File: src/verilog/flash_cmd_pkg.sv
// constants, types and command codes of the flash command decoder
// assumes a single 250 MHz system clock and the array engine outside
package flash_cmd_pkg;
    localparam int ADDR_W = 22;
    localparam int PIN_W = 11;
    localparam int CMD_W = 15;
    localparam int GPI_W = 5;
    localparam logic [CMD_W-1:0] CMD_ADDR_A = 15'h5555;
    localparam logic [CMD_W-1:0] CMD_ADDR_B = 15'h2aaa;
    localparam logic [7:0] CMD_UNLOCK_A = 8'haa;
    localparam logic [7:0] CMD_UNLOCK_B = 8'h55;
    localparam logic [7:0] CMD_PROGRAM = 8'ha0;
    localparam logic [7:0] CMD_ERASE_SETUP = 8'h80;
    localparam logic [7:0] CMD_SECTOR_ERASE = 8'h30;
    localparam logic [7:0] CMD_BLOCK_ERASE = 8'h50;
    localparam logic [7:0] CMD_CHIP_ERASE = 8'h10;
    localparam logic [7:0] CMD_ID_ENTRY = 8'h90;
    localparam logic [7:0] CMD_ID_EXIT = 8'hf0;
    // identification codes: arbitrary values
    localparam logic [7:0] MAKER_CODE = 8'h3c;
    localparam logic [7:0] PART_CODE = 8'hc3;
    // array geometry: 4 KByte sectors, 64 KByte blocks, top block is boot block
    localparam logic [ADDR_W-1:0] SECTOR_MASK = 22'h3ff000;
    localparam logic [ADDR_W-1:0] BLOCK_MASK = 22'h3f0000;
    localparam int BLOCK_LSB = 16;
    localparam int BLOCK_MSB = 19;
    localparam logic [3:0] TOP_BLOCK = 4'hf;
    localparam int ID_SEL_MSB = 18;
    localparam logic [ADDR_W-1:0] ZERO_ADDR = 22'h000000;

    typedef enum logic [2:0] {
        st_read = 3'b000,
        st_unlock1 = 3'b001,
        st_unlock2 = 3'b010,
        st_program = 3'b011,
        st_erase1 = 3'b100,
        st_erase2 = 3'b101,
        st_erase3 = 3'b110
    } seq_state_t;

    typedef enum logic [2:0] {
        op_none = 3'b000,
        op_program = 3'b001,
        op_sector_erase = 3'b010,
        op_block_erase = 3'b011,
        op_chip_erase = 3'b100
    } array_op_t;

    typedef struct packed {
        logic [ADDR_W-1:0] addr;
        logic [7:0] data;
    } wr_cycle_t;

    typedef struct packed {
        logic valid;
        array_op_t op;
        logic [ADDR_W-1:0] addr;
        logic [7:0] data;
    } array_req_t;
endpackage : flash_cmd_pkg

File: src/verilog/flash_command_decoder.sv
// command front end of a byte-wide boot flash: pin sync, write decode,
// command sequences, identification reads and hardware write protection
// assumes one clock, an external array engine and an external serial front end
// How it works
// - general input levels shown on status register
// - top block lock low refuses top block
// - write protect low refuses all lower blocks
// - row/column select steers shared address pins
// - erase address is sector/block, ignored for chip
// - four writes program one byte
// - six writes, last 30h, erase sector
// - six writes, last 50h, erase block
// - six writes, 10h at 5555h, erase chip
// - three writes enter identification, a0 selects code
// - single f0h or three-write exit leave identification
// - command addresses decoded on bits 14..0
// - chip erase accepted in parallel mode only
// - init pin low acts as reset pin low

module pin_sync3 #(
    parameter int W = 1,
    parameter logic [W-1:0] RST_VAL = '0
) (
    input wire logic clk_sys_in,
    input wire logic reset_n_in,
    input wire logic [W-1:0] pin_in,
    output logic [W-1:0] level_out
);
    logic [W-1:0] s1_ff;
    logic [W-1:0] s2_ff;
    logic [W-1:0] s3_ff;
    logic [W-1:0] level_ff;
    wire logic [W-1:0] agree = ~(s2_ff ^ s3_ff);
    wire logic [W-1:0] nxt_level = (s3_ff & agree) | (level_ff & ~agree);

    always_ff @(posedge clk_sys_in or negedge reset_n_in) begin
        if (!reset_n_in) begin
            s1_ff <= RST_VAL;
            s2_ff <= RST_VAL;
            s3_ff <= RST_VAL;
            level_ff <= RST_VAL;
        end else begin
            s1_ff <= pin_in;
            s2_ff <= s1_ff;
            s3_ff <= s2_ff;
            level_ff <= nxt_level;
        end
    end

    assign level_out = level_ff;
endmodule : pin_sync3

module flash_command_decoder
    import flash_cmd_pkg::*;
(
    input wire logic clk_sys_in,
    input wire logic reset_n_in,
    input wire logic reset_pin_n_in,
    input wire logic init_n_in,
    input wire logic parallel_programming_mode_in,
    input wire logic [flash_cmd_pkg::PIN_W-1:0] addr_pins_in,
    input wire logic row_col_sel_in,
    input wire logic oe_n_in,
    input wire logic we_n_in,
    input wire logic [7:0] dq_in,
    output logic [7:0] dq_out,
    output logic dq_oe_out,
    input wire logic top_block_lock_n_in,
    input wire logic write_protect_n_in,
    input wire logic [flash_cmd_pkg::GPI_W-1:0] general_inputs_in,
    output logic [flash_cmd_pkg::GPI_W-1:0] input_status_register_out,
    input wire logic hostbus_wr_valid_in,
    input wire flash_cmd_pkg::wr_cycle_t hostbus_wr_in,
    input wire logic [7:0] array_rd_data_in,
    output logic [flash_cmd_pkg::ADDR_W-1:0] array_addr_out,
    output flash_cmd_pkg::array_req_t array_req_out,
    output logic refused_out,
    output logic id_mode_out,
    output logic pp_mode_out
);
    import flash_cmd_pkg::*;

    localparam int CTRL_W = 8;
    localparam logic [CTRL_W-1:0] CTRL_RST = 8'h1c;
    localparam int BUS_W = PIN_W + 8;

    // synchronised pin levels
    logic [CTRL_W-1:0] ctrl_s;
    logic [BUS_W-1:0] bus_s;
    logic [GPI_W-1:0] gpi_s;

    pin_sync3 #(.W(CTRL_W), .RST_VAL(CTRL_RST)) u_ctrl_sync (
        .clk_sys_in(clk_sys_in),
        .reset_n_in(reset_n_in),
        .pin_in({reset_pin_n_in, init_n_in, oe_n_in, we_n_in, row_col_sel_in,
                 top_block_lock_n_in, write_protect_n_in, parallel_programming_mode_in}),
        .level_out(ctrl_s)
    );

    pin_sync3 #(.W(BUS_W), .RST_VAL('0)) u_bus_sync (
        .clk_sys_in(clk_sys_in),
        .reset_n_in(reset_n_in),
        .pin_in({addr_pins_in, dq_in}),
        .level_out(bus_s)
    );

    pin_sync3 #(.W(GPI_W), .RST_VAL('0)) u_gpi_sync (
        .clk_sys_in(clk_sys_in),
        .reset_n_in(reset_n_in),
        .pin_in(general_inputs_in),
        .level_out(gpi_s)
    );

    wire logic rst_pin_n_s = ctrl_s[7];
    wire logic init_n_s = ctrl_s[6];
    wire logic oe_n_s = ctrl_s[5];
    wire logic we_n_s = ctrl_s[4];
    wire logic row_col_s = ctrl_s[3];
    wire logic tbl_n_s = ctrl_s[2];
    wire logic wp_n_s = ctrl_s[1];
    wire logic ic_s = ctrl_s[0];
    wire logic [PIN_W-1:0] addr_pins_s = bus_s[BUS_W-1:8];
    wire logic [7:0] dq_s = bus_s[7:0];

    // one internal reset from both reset pins
    wire logic dev_run = rst_pin_n_s & init_n_s;

    logic [GPI_W-1:0] input_status_register_ff;
    logic pp_mode_ff;
    logic strap_taken_ff;
    logic [PIN_W-1:0] row_ff;
    logic [PIN_W-1:0] col_ff;
    logic we_n_prev_ff;
    seq_state_t state_ff;
    seq_state_t nxt_state;
    logic id_mode_ff;
    logic nxt_id_mode;
    array_req_t req_ff;
    array_req_t nxt_req;
    logic refused_ff;
    logic nxt_refused;
    logic [7:0] dq_ff;
    logic dq_oe_ff;

    // address assembly and write strobe
    wire logic [ADDR_W-1:0] pp_addr = {row_ff, col_ff};
    wire logic pp_wr = dev_run & pp_mode_ff & oe_n_s & we_n_prev_ff & ~we_n_s;
    wire logic host_wr = dev_run & ~pp_mode_ff & hostbus_wr_valid_in;
    wire logic wr_evt = pp_wr | host_wr;
    wire logic [ADDR_W-1:0] wr_addr = pp_mode_ff ? {row_ff, col_ff} : hostbus_wr_in.addr;
    wire logic [7:0] wr_data = pp_mode_ff ? dq_s : hostbus_wr_in.data;
    wire logic [CMD_W-1:0] cmd_addr = wr_addr[CMD_W-1:0];
    wire logic at_a = cmd_addr == CMD_ADDR_A;
    wire logic at_b = cmd_addr == CMD_ADDR_B;
    wire logic wr_unlock_a = at_a & (wr_data == CMD_UNLOCK_A);
    wire logic wr_unlock_b = at_b & (wr_data == CMD_UNLOCK_B);
    wire logic wr_exit = wr_data == CMD_ID_EXIT;

    // hardware write protection
    wire logic [3:0] wr_block = wr_addr[BLOCK_MSB:BLOCK_LSB];
    wire logic in_top = wr_block == TOP_BLOCK;
    wire logic top_locked = ~tbl_n_s & in_top;
    wire logic low_locked = ~wp_n_s & ~in_top;
    wire logic addr_locked = top_locked | low_locked;
    wire logic any_lock = ~tbl_n_s | ~wp_n_s;
    wire logic chip_ok = pp_mode_ff & at_a;

    // identification read select
    wire logic id_sel = pp_addr[ID_SEL_MSB:1] == '0;
    wire logic [7:0] id_code = pp_addr[0] ? PART_CODE : MAKER_CODE;
    wire logic [7:0] rd_data = (id_mode_ff & id_sel) ? id_code : array_rd_data_in;
    wire logic rd_drive = dev_run & pp_mode_ff & ~oe_n_s & we_n_s;

    // command sequence decode
    always_comb begin
        nxt_state = state_ff;
        nxt_id_mode = id_mode_ff;
        nxt_req = '{valid: 1'b0, op: op_none, addr: ZERO_ADDR, data: 8'h00};
        nxt_refused = 1'b0;
        if (wr_evt) begin
            nxt_state = st_read;
            if (wr_exit && state_ff != st_unlock2 && state_ff != st_program) begin
                nxt_id_mode = 1'b0;
            end else begin
                unique case (state_ff)
                    st_read: begin
                        if (wr_unlock_a) begin
                            nxt_state = st_unlock1;
                        end
                    end
                    st_unlock1: begin
                        if (wr_unlock_b) begin
                            nxt_state = st_unlock2;
                        end
                    end
                    st_unlock2: begin
                        if (at_a && wr_data == CMD_PROGRAM) begin
                            nxt_state = st_program;
                        end else if (at_a && wr_data == CMD_ERASE_SETUP) begin
                            nxt_state = st_erase1;
                        end else if (at_a && wr_data == CMD_ID_ENTRY) begin
                            nxt_id_mode = 1'b1;
                        end else if (at_a && wr_exit) begin
                            nxt_id_mode = 1'b0;
                        end
                    end
                    st_program: begin
                        // data byte goes to the full target address
                        nxt_req.op = op_program;
                        nxt_req.addr = wr_addr;
                        nxt_req.data = wr_data;
                        nxt_req.valid = ~addr_locked;
                        nxt_refused = addr_locked;
                    end
                    st_erase1: begin
                        if (wr_unlock_a) begin
                            nxt_state = st_erase2;
                        end
                    end
                    st_erase2: begin
                        if (wr_unlock_b) begin
                            nxt_state = st_erase3;
                        end
                    end
                    st_erase3: begin
                        if (wr_data == CMD_SECTOR_ERASE) begin
                            nxt_req.op = op_sector_erase;
                            nxt_req.addr = wr_addr & SECTOR_MASK;
                            nxt_req.valid = ~addr_locked;
                            nxt_refused = addr_locked;
                        end else if (wr_data == CMD_BLOCK_ERASE) begin
                            nxt_req.op = op_block_erase;
                            nxt_req.addr = wr_addr & BLOCK_MASK;
                            nxt_req.valid = ~addr_locked;
                            nxt_refused = addr_locked;
                        end else if (wr_data == CMD_CHIP_ERASE && chip_ok) begin
                            nxt_req.op = op_chip_erase;
                            nxt_req.addr = ZERO_ADDR;
                            nxt_req.valid = ~any_lock;
                            nxt_refused = any_lock;
                        end
                    end
                    default: begin
                        nxt_state = st_read;
                    end
                endcase
            end
        end
    end

    // strap, address latches and pin history
    always_ff @(posedge clk_sys_in or negedge reset_n_in) begin
        if (!reset_n_in) begin
            strap_taken_ff <= 1'b0;
            pp_mode_ff <= 1'b0;
            row_ff <= '0;
            col_ff <= '0;
            we_n_prev_ff <= 1'b1;
            input_status_register_ff <= '0;
        end else begin
            strap_taken_ff <= dev_run;
            if (dev_run && !strap_taken_ff) begin
                pp_mode_ff <= ic_s;
            end
            if (dev_run && !row_col_s) begin
                row_ff <= addr_pins_s;
            end
            if (dev_run && row_col_s) begin
                col_ff <= addr_pins_s;
            end
            we_n_prev_ff <= we_n_s;
            input_status_register_ff <= gpi_s;
        end
    end

    // sequence state, requests and data pins
    always_ff @(posedge clk_sys_in or negedge reset_n_in) begin
        if (!reset_n_in) begin
            state_ff <= st_read;
            id_mode_ff <= 1'b0;
            req_ff <= '{valid: 1'b0, op: op_none, addr: ZERO_ADDR, data: 8'h00};
            refused_ff <= 1'b0;
            dq_ff <= 8'h00;
            dq_oe_ff <= 1'b0;
        end else if (!dev_run) begin
            state_ff <= st_read;
            id_mode_ff <= 1'b0;
            req_ff <= '{valid: 1'b0, op: op_none, addr: ZERO_ADDR, data: 8'h00};
            refused_ff <= 1'b0;
            dq_oe_ff <= 1'b0;
        end else begin
            state_ff <= nxt_state;
            id_mode_ff <= nxt_id_mode;
            req_ff <= nxt_req;
            refused_ff <= nxt_refused;
            dq_ff <= rd_data;
            dq_oe_ff <= rd_drive;
        end
    end

    assign dq_out = dq_ff;
    assign dq_oe_out = dq_oe_ff;
    assign input_status_register_out = input_status_register_ff;
    assign array_addr_out = pp_addr;
    assign array_req_out = req_ff;
    assign refused_out = refused_ff;
    assign id_mode_out = id_mode_ff;
    assign pp_mode_out = pp_mode_ff;
endmodule : flash_command_decoder
File: config.mk
export PLATFORM = sky130hd
export DESIGN_NAME = flash_command_decoder
export DESIGN_NICKNAME = d
export VERILOG_FILES = /design/src/verilog/flash_cmd_pkg.sv /design/src/verilog/flash_command_decoder.sv
export SDC_FILE = /design/constraint.sdc
export NUM_CORES = 1
export LEC_CHECK = 0
export BUFFER_PORTS_ARGS = -buffer_cell sky130_fd_sc_hd__buf_2
export CAP_MARGIN = 20
export CORE_MARGIN = 4
export CORE_UTILIZATION = 55
export DETAILED_ROUTE_END_ITERATION = 16
export PLACE_DENSITY = 0.88
export SLEW_MARGIN = 10
export SYNTH_ARGS = -nofsm -noshare
export SYNTH_HDL_FRONTEND = slang
export SYNTH_SLANG_ARGS = --single-unit
File: constraint.sdc
create_clock -name clk_sys_in -period 4.6 [get_ports clk_sys_in]
set_input_delay 0.46 -clock clk_sys_in [delete_from_list [all_inputs] [get_ports clk_sys_in]]
set_output_delay 0.46 -clock clk_sys_in [all_outputs]
set_load 0.05 [all_outputs]
Word-level counts from Yosys, hierarchy flattened
Cells that the tools add are included.

storage, ports and cells
  logic and storage cells = 149
  bits in registers = 206
  input port bits = 73

operators by class
  bitwise gates (word level) = 44
  reductions and logical operators = 15
  mux-type cells = 38
  eq/ne operators = 25

operator list
  cell                                                    count
  2-to-1 mux 34 bit                                       3
  2-to-1 mux 26 bit                                       3
  one-hot mux 26 bit (2 select lines)                     1
  equality test 8 bit (second input constant)             5
  AND 19 bit                                              2
  inverter 19 bit                                         2
  2-to-1 mux 8 bit                                        4
  2-to-1 mux 22 bit                                       1
  2-to-1 mux 3 bit                                        7
  bitwise OR 19 bit                                       1
  XOR 19 bit                                              1
  zero test 18 bit                                        1
  AND 8 bit                                               2
  equality test 8 x 7 -> 1 bit (second input constant)    2
  2-to-1 mux 1 bit                                        16
  inverter 8 bit                                          2
  AND 1 bit                                               15
  equality test 15 x 14 -> 1 bit (second input constant)  1
  equality test 15 bit (second input constant)            1
  one-hot mux 3 bit (5 select lines)                      1
  AND 5 bit                                               2
  logical AND 1 bit                                       10
  inverter 5 bit                                          2
  equality test 3 bit (second input constant)             3
  other kinds (21)                                        34

Depth between registers and ports, before layout
  depth in word-level cells = 12
  gate-level depth with buffers = 9
  mapped depth without buffers = 6

Modules after synthesis
A second synthesis with hierarchy kept.

second synthesis, totals
  cells, all modules = 500
  area total of the unflattened synthesis = 7,234.4 µm²

modules (own cells, without submodules)
  module                   area each (µm²)  seq. area each (µm²)  times used  cells an instance
  flash_command_decoder    3,656.0          1,953.1               1           340
  pin_sync3 (u_bus_sync)   2,115.8          1,901.8               1           95
  pin_sync3 (u_ctrl_sync)  905.9            815.8                 1           40
  pin_sync3 (u_gpi_sync)   556.8            500.5                 1           25

Worst setup path after synthesis
No wires, ideal clock.

  path kind = reg2reg
  from = register col_ff[10]
  to = register dq_ff[6], in the netlist dq_out[6]
  path slack = 2,331 ps
  cell stages (with the launch flop) = 7
  arrival time = 2,137 ps
  cells stage by stage = dfrtp_1 > or4_1 > or3_1 > or3_1 > buf_6 > mux2i_1 > o21ai_1

between the ends
  word-level cells in the longest chain between the ends = 3

ends and longest elaborated chain
  what                    line                          text
  from (decl)             flash_command_decoder.sv:132  logic [PIN_W-1:0] col_ff;
  from (signal assigned)  flash_command_decoder.sv:269  col_ff <= addr_pins_s;
  zero test 18 bit        flash_command_decoder.sv:169  wire logic id_sel = pp_addr[ID_SEL_MSB:1] == '0;
  AND 1 bit               flash_command_decoder.sv:171  wire logic [7:0] rd_data = (id_mode_ff & id_sel) ? id_code : array_rd_data_in;
  2-to-1 mux 8 bit        flash_command_decoder.sv:171
  to (signal assigned)    flash_command_decoder.sv:296  dq_ff <= rd_data;
  to (decl)               flash_command_decoder.sv:142  logic [7:0] dq_ff;

No other way between the ends.
A chain may end at the register's enable or synchronous reset.

Final worst setup path
  from = register pp_mode_ff, in the netlist pp_mode_out
  to = register req_ff (netlist bit array_req_out[33])

between the ends
  word-level cells in the longest chain between the ends = 12
  elaborated cells on any way between the ends = 32

ends and longest elaborated chain
  what                                                        line                          text
  from (decl)                                                 flash_command_decoder.sv:129  logic pp_mode_ff;
  from (signal assigned)                                      flash_command_decoder.sv:263  pp_mode_ff <= ic_s;
  branches (longest 10 deep; another with 2-to-1 mux 34 bit)  --
  2-to-1 mux 34 bit (*)                                       flash_command_decoder.sv:180  if (wr_evt) begin
  2-to-1 mux 34 bit (*)                                       flash_command_decoder.sv:285  end else if (!dev_run) begin
  to (signal assigned)                                        flash_command_decoder.sv:281  req_ff <= '{valid: 1'b0, op: op_none, addr: ZERO_ADDR, data: 8'h00};
  to (signal assigned)                                        flash_command_decoder.sv:288  req_ff <= '{valid: 1'b0, op: op_none, addr: ZERO_ADDR, data: 8'h00};
  to (signal assigned)                                        flash_command_decoder.sv:294  req_ff <= nxt_req;
  to (decl)                                                   flash_command_decoder.sv:138  array_req_t req_ff;

Every way passes the cells marked *.

==> results.toml <==
[global_route]
grt_pass1_vias = 4750
gr-total-overflow = 0
antenna_violations_before_repair = 0
grt_pass1_wl_um = 25900
overall_global_routing_usage_pct = 22.3
grt_start_max_net_pins = 116

[cells_and_area]
final_common_cell = "sky130_fd_sc_hd__dfrtp_1"
synth_to_final_area_change_pct = 21.5
fin_nets = 722
diodes = 0
layout.cells.non_filler = 834
fraction_of_layout_instances_using_a_drive_strength_above_1_pct = 33.2
layout.filler_cells = 899
stdcell_area_um2 = 8780
final_cell_mix = "sky130_fd_sc_hd__dfrtp_1, sky130_fd_sc_hd__buf_2, sky130_fd_sc_hd__nor2_1, sky130_fd_sc_hd__mux2i_1, sky130_fd_sc_hd__maj3_1"

[sta]
grt_setup_unrepaired = "no"
slew_violations = 0
maxSlewHeadroom_pct = 37.6
timing.setup.tns_ps = 0
setup-violations-final = 0
clock.fmax_mhz = 364
finalHoldViolations = 0
clock_skew_ps = 23.3
post-route-min-period_ps = 2750
ratio_of_final_minimum_period_to_clock_period_pct = 59.7
worst_pin_slew_ps = 934
fin_hold_ws_ps = 56.9

[clocking]
clock_insertion_delay_worst_skew_ps = 500
cts_hold_buffers = 0
post_cts_resized = 0
cts_tree = "yes"
cts.sinks = 206
cts_setup_buffers = 0
clockRootBuffer = "sky130_fd_sc_hd__clkbuf_16"
tritoncts.num_buffers = 20
clkTransAtPathRegs_ps = 60
number_of_buffers_on_the_longest_clock_path = 3
h_tree_level_count = 1

[route]
drc_errors = 0
drt-initial-drc-count = 381
ant_nets = 0
detail_route.first_pass.iterations = 8
via_count = 4537
finalWirelength_um = 16400
drt-vias-per-instance = 5.44
detail_route.wl_per_cell_um = 19.6

[floorplanning]
die_x_um = 123
io_pins = 146
die_area_um2 = 15000
initial_utilization_pct = 56.8
num_rows = 41
core_area_um2 = 12700
dieHeight_um = 123

[pwr]
power-per-cell-area_nw_per_um2 = 540
p_leak_nw = 4.13
internal_power_w = 0.00325
vdd_ir_drop_max_mv = 0.438
power.switching_w = 0.00149
power_switching_share_pct = 31.4
comb_power_share_pct = 19.2
seqPwrFrac_pct = 46.4
power.share.clock_pct = 34.4

[logic_synthesis]
synthesis.instances = 494
synth_mux_area_share_pct = 8.45
synth.largest_area_cell = "sky130_fd_sc_hd__dfrtp_1"
synth_compound_area_share_pct = 4.50
synth_cell_type_count = 56
synth.cell_area_um2 = 7230
synthesis.yosys.warnings = 0
postSynthAreaPerCell_um2 = 14.6
postSynthRegisterBits = 206
xor_and_xnor_area_share_after_synthesis_pct = 0.242
synth_simple_gate_area_share_pct = 9.45
yosysTopAreaCellShare_pct = 66.8
largest_family_of_logic_cells_by_synthesized_area = "simple AND/OR/NAND/NOR gates"
ys_dominant_reg_cell = "sky130_fd_sc_hd__dfrtp_1"
area_contributors_post_synth = "sky130_fd_sc_hd__dfrtp_1, sky130_fd_sc_hd__dfstp_2, sky130_fd_sc_hd__mux2i_1"
yosys.area_share.adder_pct = 4.43
syn-num-nets = 567
synth_sequential_area_ratio_pct = 71.5
synth_edf_count = 0
async_flop_share_pct = 100

[min_path]
hp-class = "in -> async"

[worst_setup_path]
arrival_time_at_the_worst_endpoint_ps = 3160
worst_setup_path_startpoint = "pp_mode_out"
highest_net_fanout_along_the_worst_path = 36
crit_slowest_cell = "sky130_fd_sc_hd__dfrtp_2"
rr_worst_depth = 5
critPathTopFamily = "simple AND/OR/NAND/NOR gates"
timing.critical_path.from_type = "flip-flop"
timing_worst_setup_path_type = "reg -> reg"
crit_path_largest_cell_delay_ps = 840
worstSetupEndpointType = "flip-flop"
worstReg2RegEnd = "array_req_out[33]"
crit-reg2reg-launch = "pp_mode_out"
r2r_setup_slack_ps = 1850
critical_path_cell_count = 5
critical_path_buf_inv_count = 0
timing.critical_path.to = "array_req_out[33]"
path_cells = "and4b_1, o21a_1, nand3_1, o31a_1, o22ai_1"
cp_data_required_time_ps = 5020

[run]
reported_max_cap_violation_count = 0

[place]
placedInstanceArea_um2 = 8120
buffer_ports.inserted = 145
gp_congestion = 0.921
place.detailed.hpwl_um = 11700
dp.cells = 799

[status]
outcome = "complete, no violations"
[synthesized netlist by cell type, drive strengths merged, types with 2 or more instances]
| master | count |
|---|---|
| dfstp | 13 |
| o211ai | 2 |
| nand2b | 8 |
| o31a | 2 |
| nor4 | 4 |
| nand4 | 6 |
| nor3b | 3 |
| mux2i | 34 |
| a211o | 3 |
| inv | 4 |
| o21ai | 17 |
| nand3b | 4 |
| nand3 | 7 |
| nand2 | 27 |
| or4 | 5 |
| xnor2 | 2 |
| nor3 | 8 |
| maj3 | 32 |
| or2 | 2 |
| buf | 9 |
| o31ai | 2 |
| o32a | 2 |
| nor2 | 36 |
| o22ai | 3 |
| dfrtp | 193 |
| mux2 | 24 |
| clkbuf | 6 |
| a21oi | 8 |
| nor2b | 2 |
| or3 | 5 |
[cell families after synthesis]
group / after synthesis
adders and majority gates: 32
and+or+nand+nor: 128
buffers and inverters: 19
AOI/OAI and AO/OA: 49
DFF: 206
xor gates and xnor gates: 2
muxes: 58
[routing by layer]
metal  part of all wire [%]  global-route usage [%]  vias up
met4                    3.0                    7.63        0
met5                      0                       0        -
met1                     42                    31.3     2256
li1                       -                       -     2053
met2                     48                    35.9      193
met3                    6.9                    3.87       35
[area by class of cell]
| type | instances | area [um^2] | share of cell area (%) |
|---|---|---|---|
| sequential | 206 | 5170 | 58.9 |
| multi-input combinational | 269 | 1960 | 22.3 |
| timing repair buffer | 148 | 757 | 8.62 |
| clock buffer | 30 | 568 | 6.47 |
| tap | 172 | 215 | 2.45 |
| clock inverter | 5 | 100 | 1.14 |
| inverter | 4 | 15.0 | 0.171 |
[worst reg2reg max path, cell delays in order (launching register included)]
cell and delay (ps):
sky130_fd_sc_hd__dfrtp_2 840, sky130_fd_sc_hd__and4b_1 360, sky130_fd_sc_hd__o21a_1 170, sky130_fd_sc_hd__nand3_1 670, sky130_fd_sc_hd__o31a_1 440, sky130_fd_sc_hd__o22ai_1 200
[power by group through the flow]
stage | Combinational, W | Clock (W) | Sequential, W
floorplan | 0.000364 | 0 | 0.00247
global placement | 0.000884 | 0 | 0.00221
detailed placement | 0.000907 | 0 | 0.00223
CTS | 0.000914 | 0.00166 | 0.00220
global route | 0.000967 | 0.00174 | 0.00222
finish | 0.000909 | 0.00163 | 0.00220
[metrics by stage]
step	total power, W	utilization (%)	setup slack, ps
after detailed placement	0.00313	63.8	1880
after global placement	0.00309	63.8	2020
after global routing	0.00493	69.1	1600
after floorplan	0.00284	-	2330
final	0.00474	69.1	1850
after CTS	0.00477	69.1	1870
[worst min-delay path by stage]
stage / from / to / slack (ps) / depth (start not counted)
floorplan: reset_n_in / asynchronous set/reset pin / 160 / 0
global placement: u_bus_sync.s1_ff[12] / u_bus_sync.s2_ff[12] / 330 / 0
detailed placement: u_bus_sync.s1_ff[6] / u_bus_sync.s2_ff[6] / 340 / 0
CTS: row_col_sel_in / u_ctrl_sync.s1_ff[3] / 40 / 1
global route: top_block_lock_n_in / u_ctrl_sync.s1_ff[2] / 40 / 1
finish: reset_n_in / u_bus_sync.s3_ff[14] / 60 / 1
No activity file was read; power rests on OpenSTA's default activity.
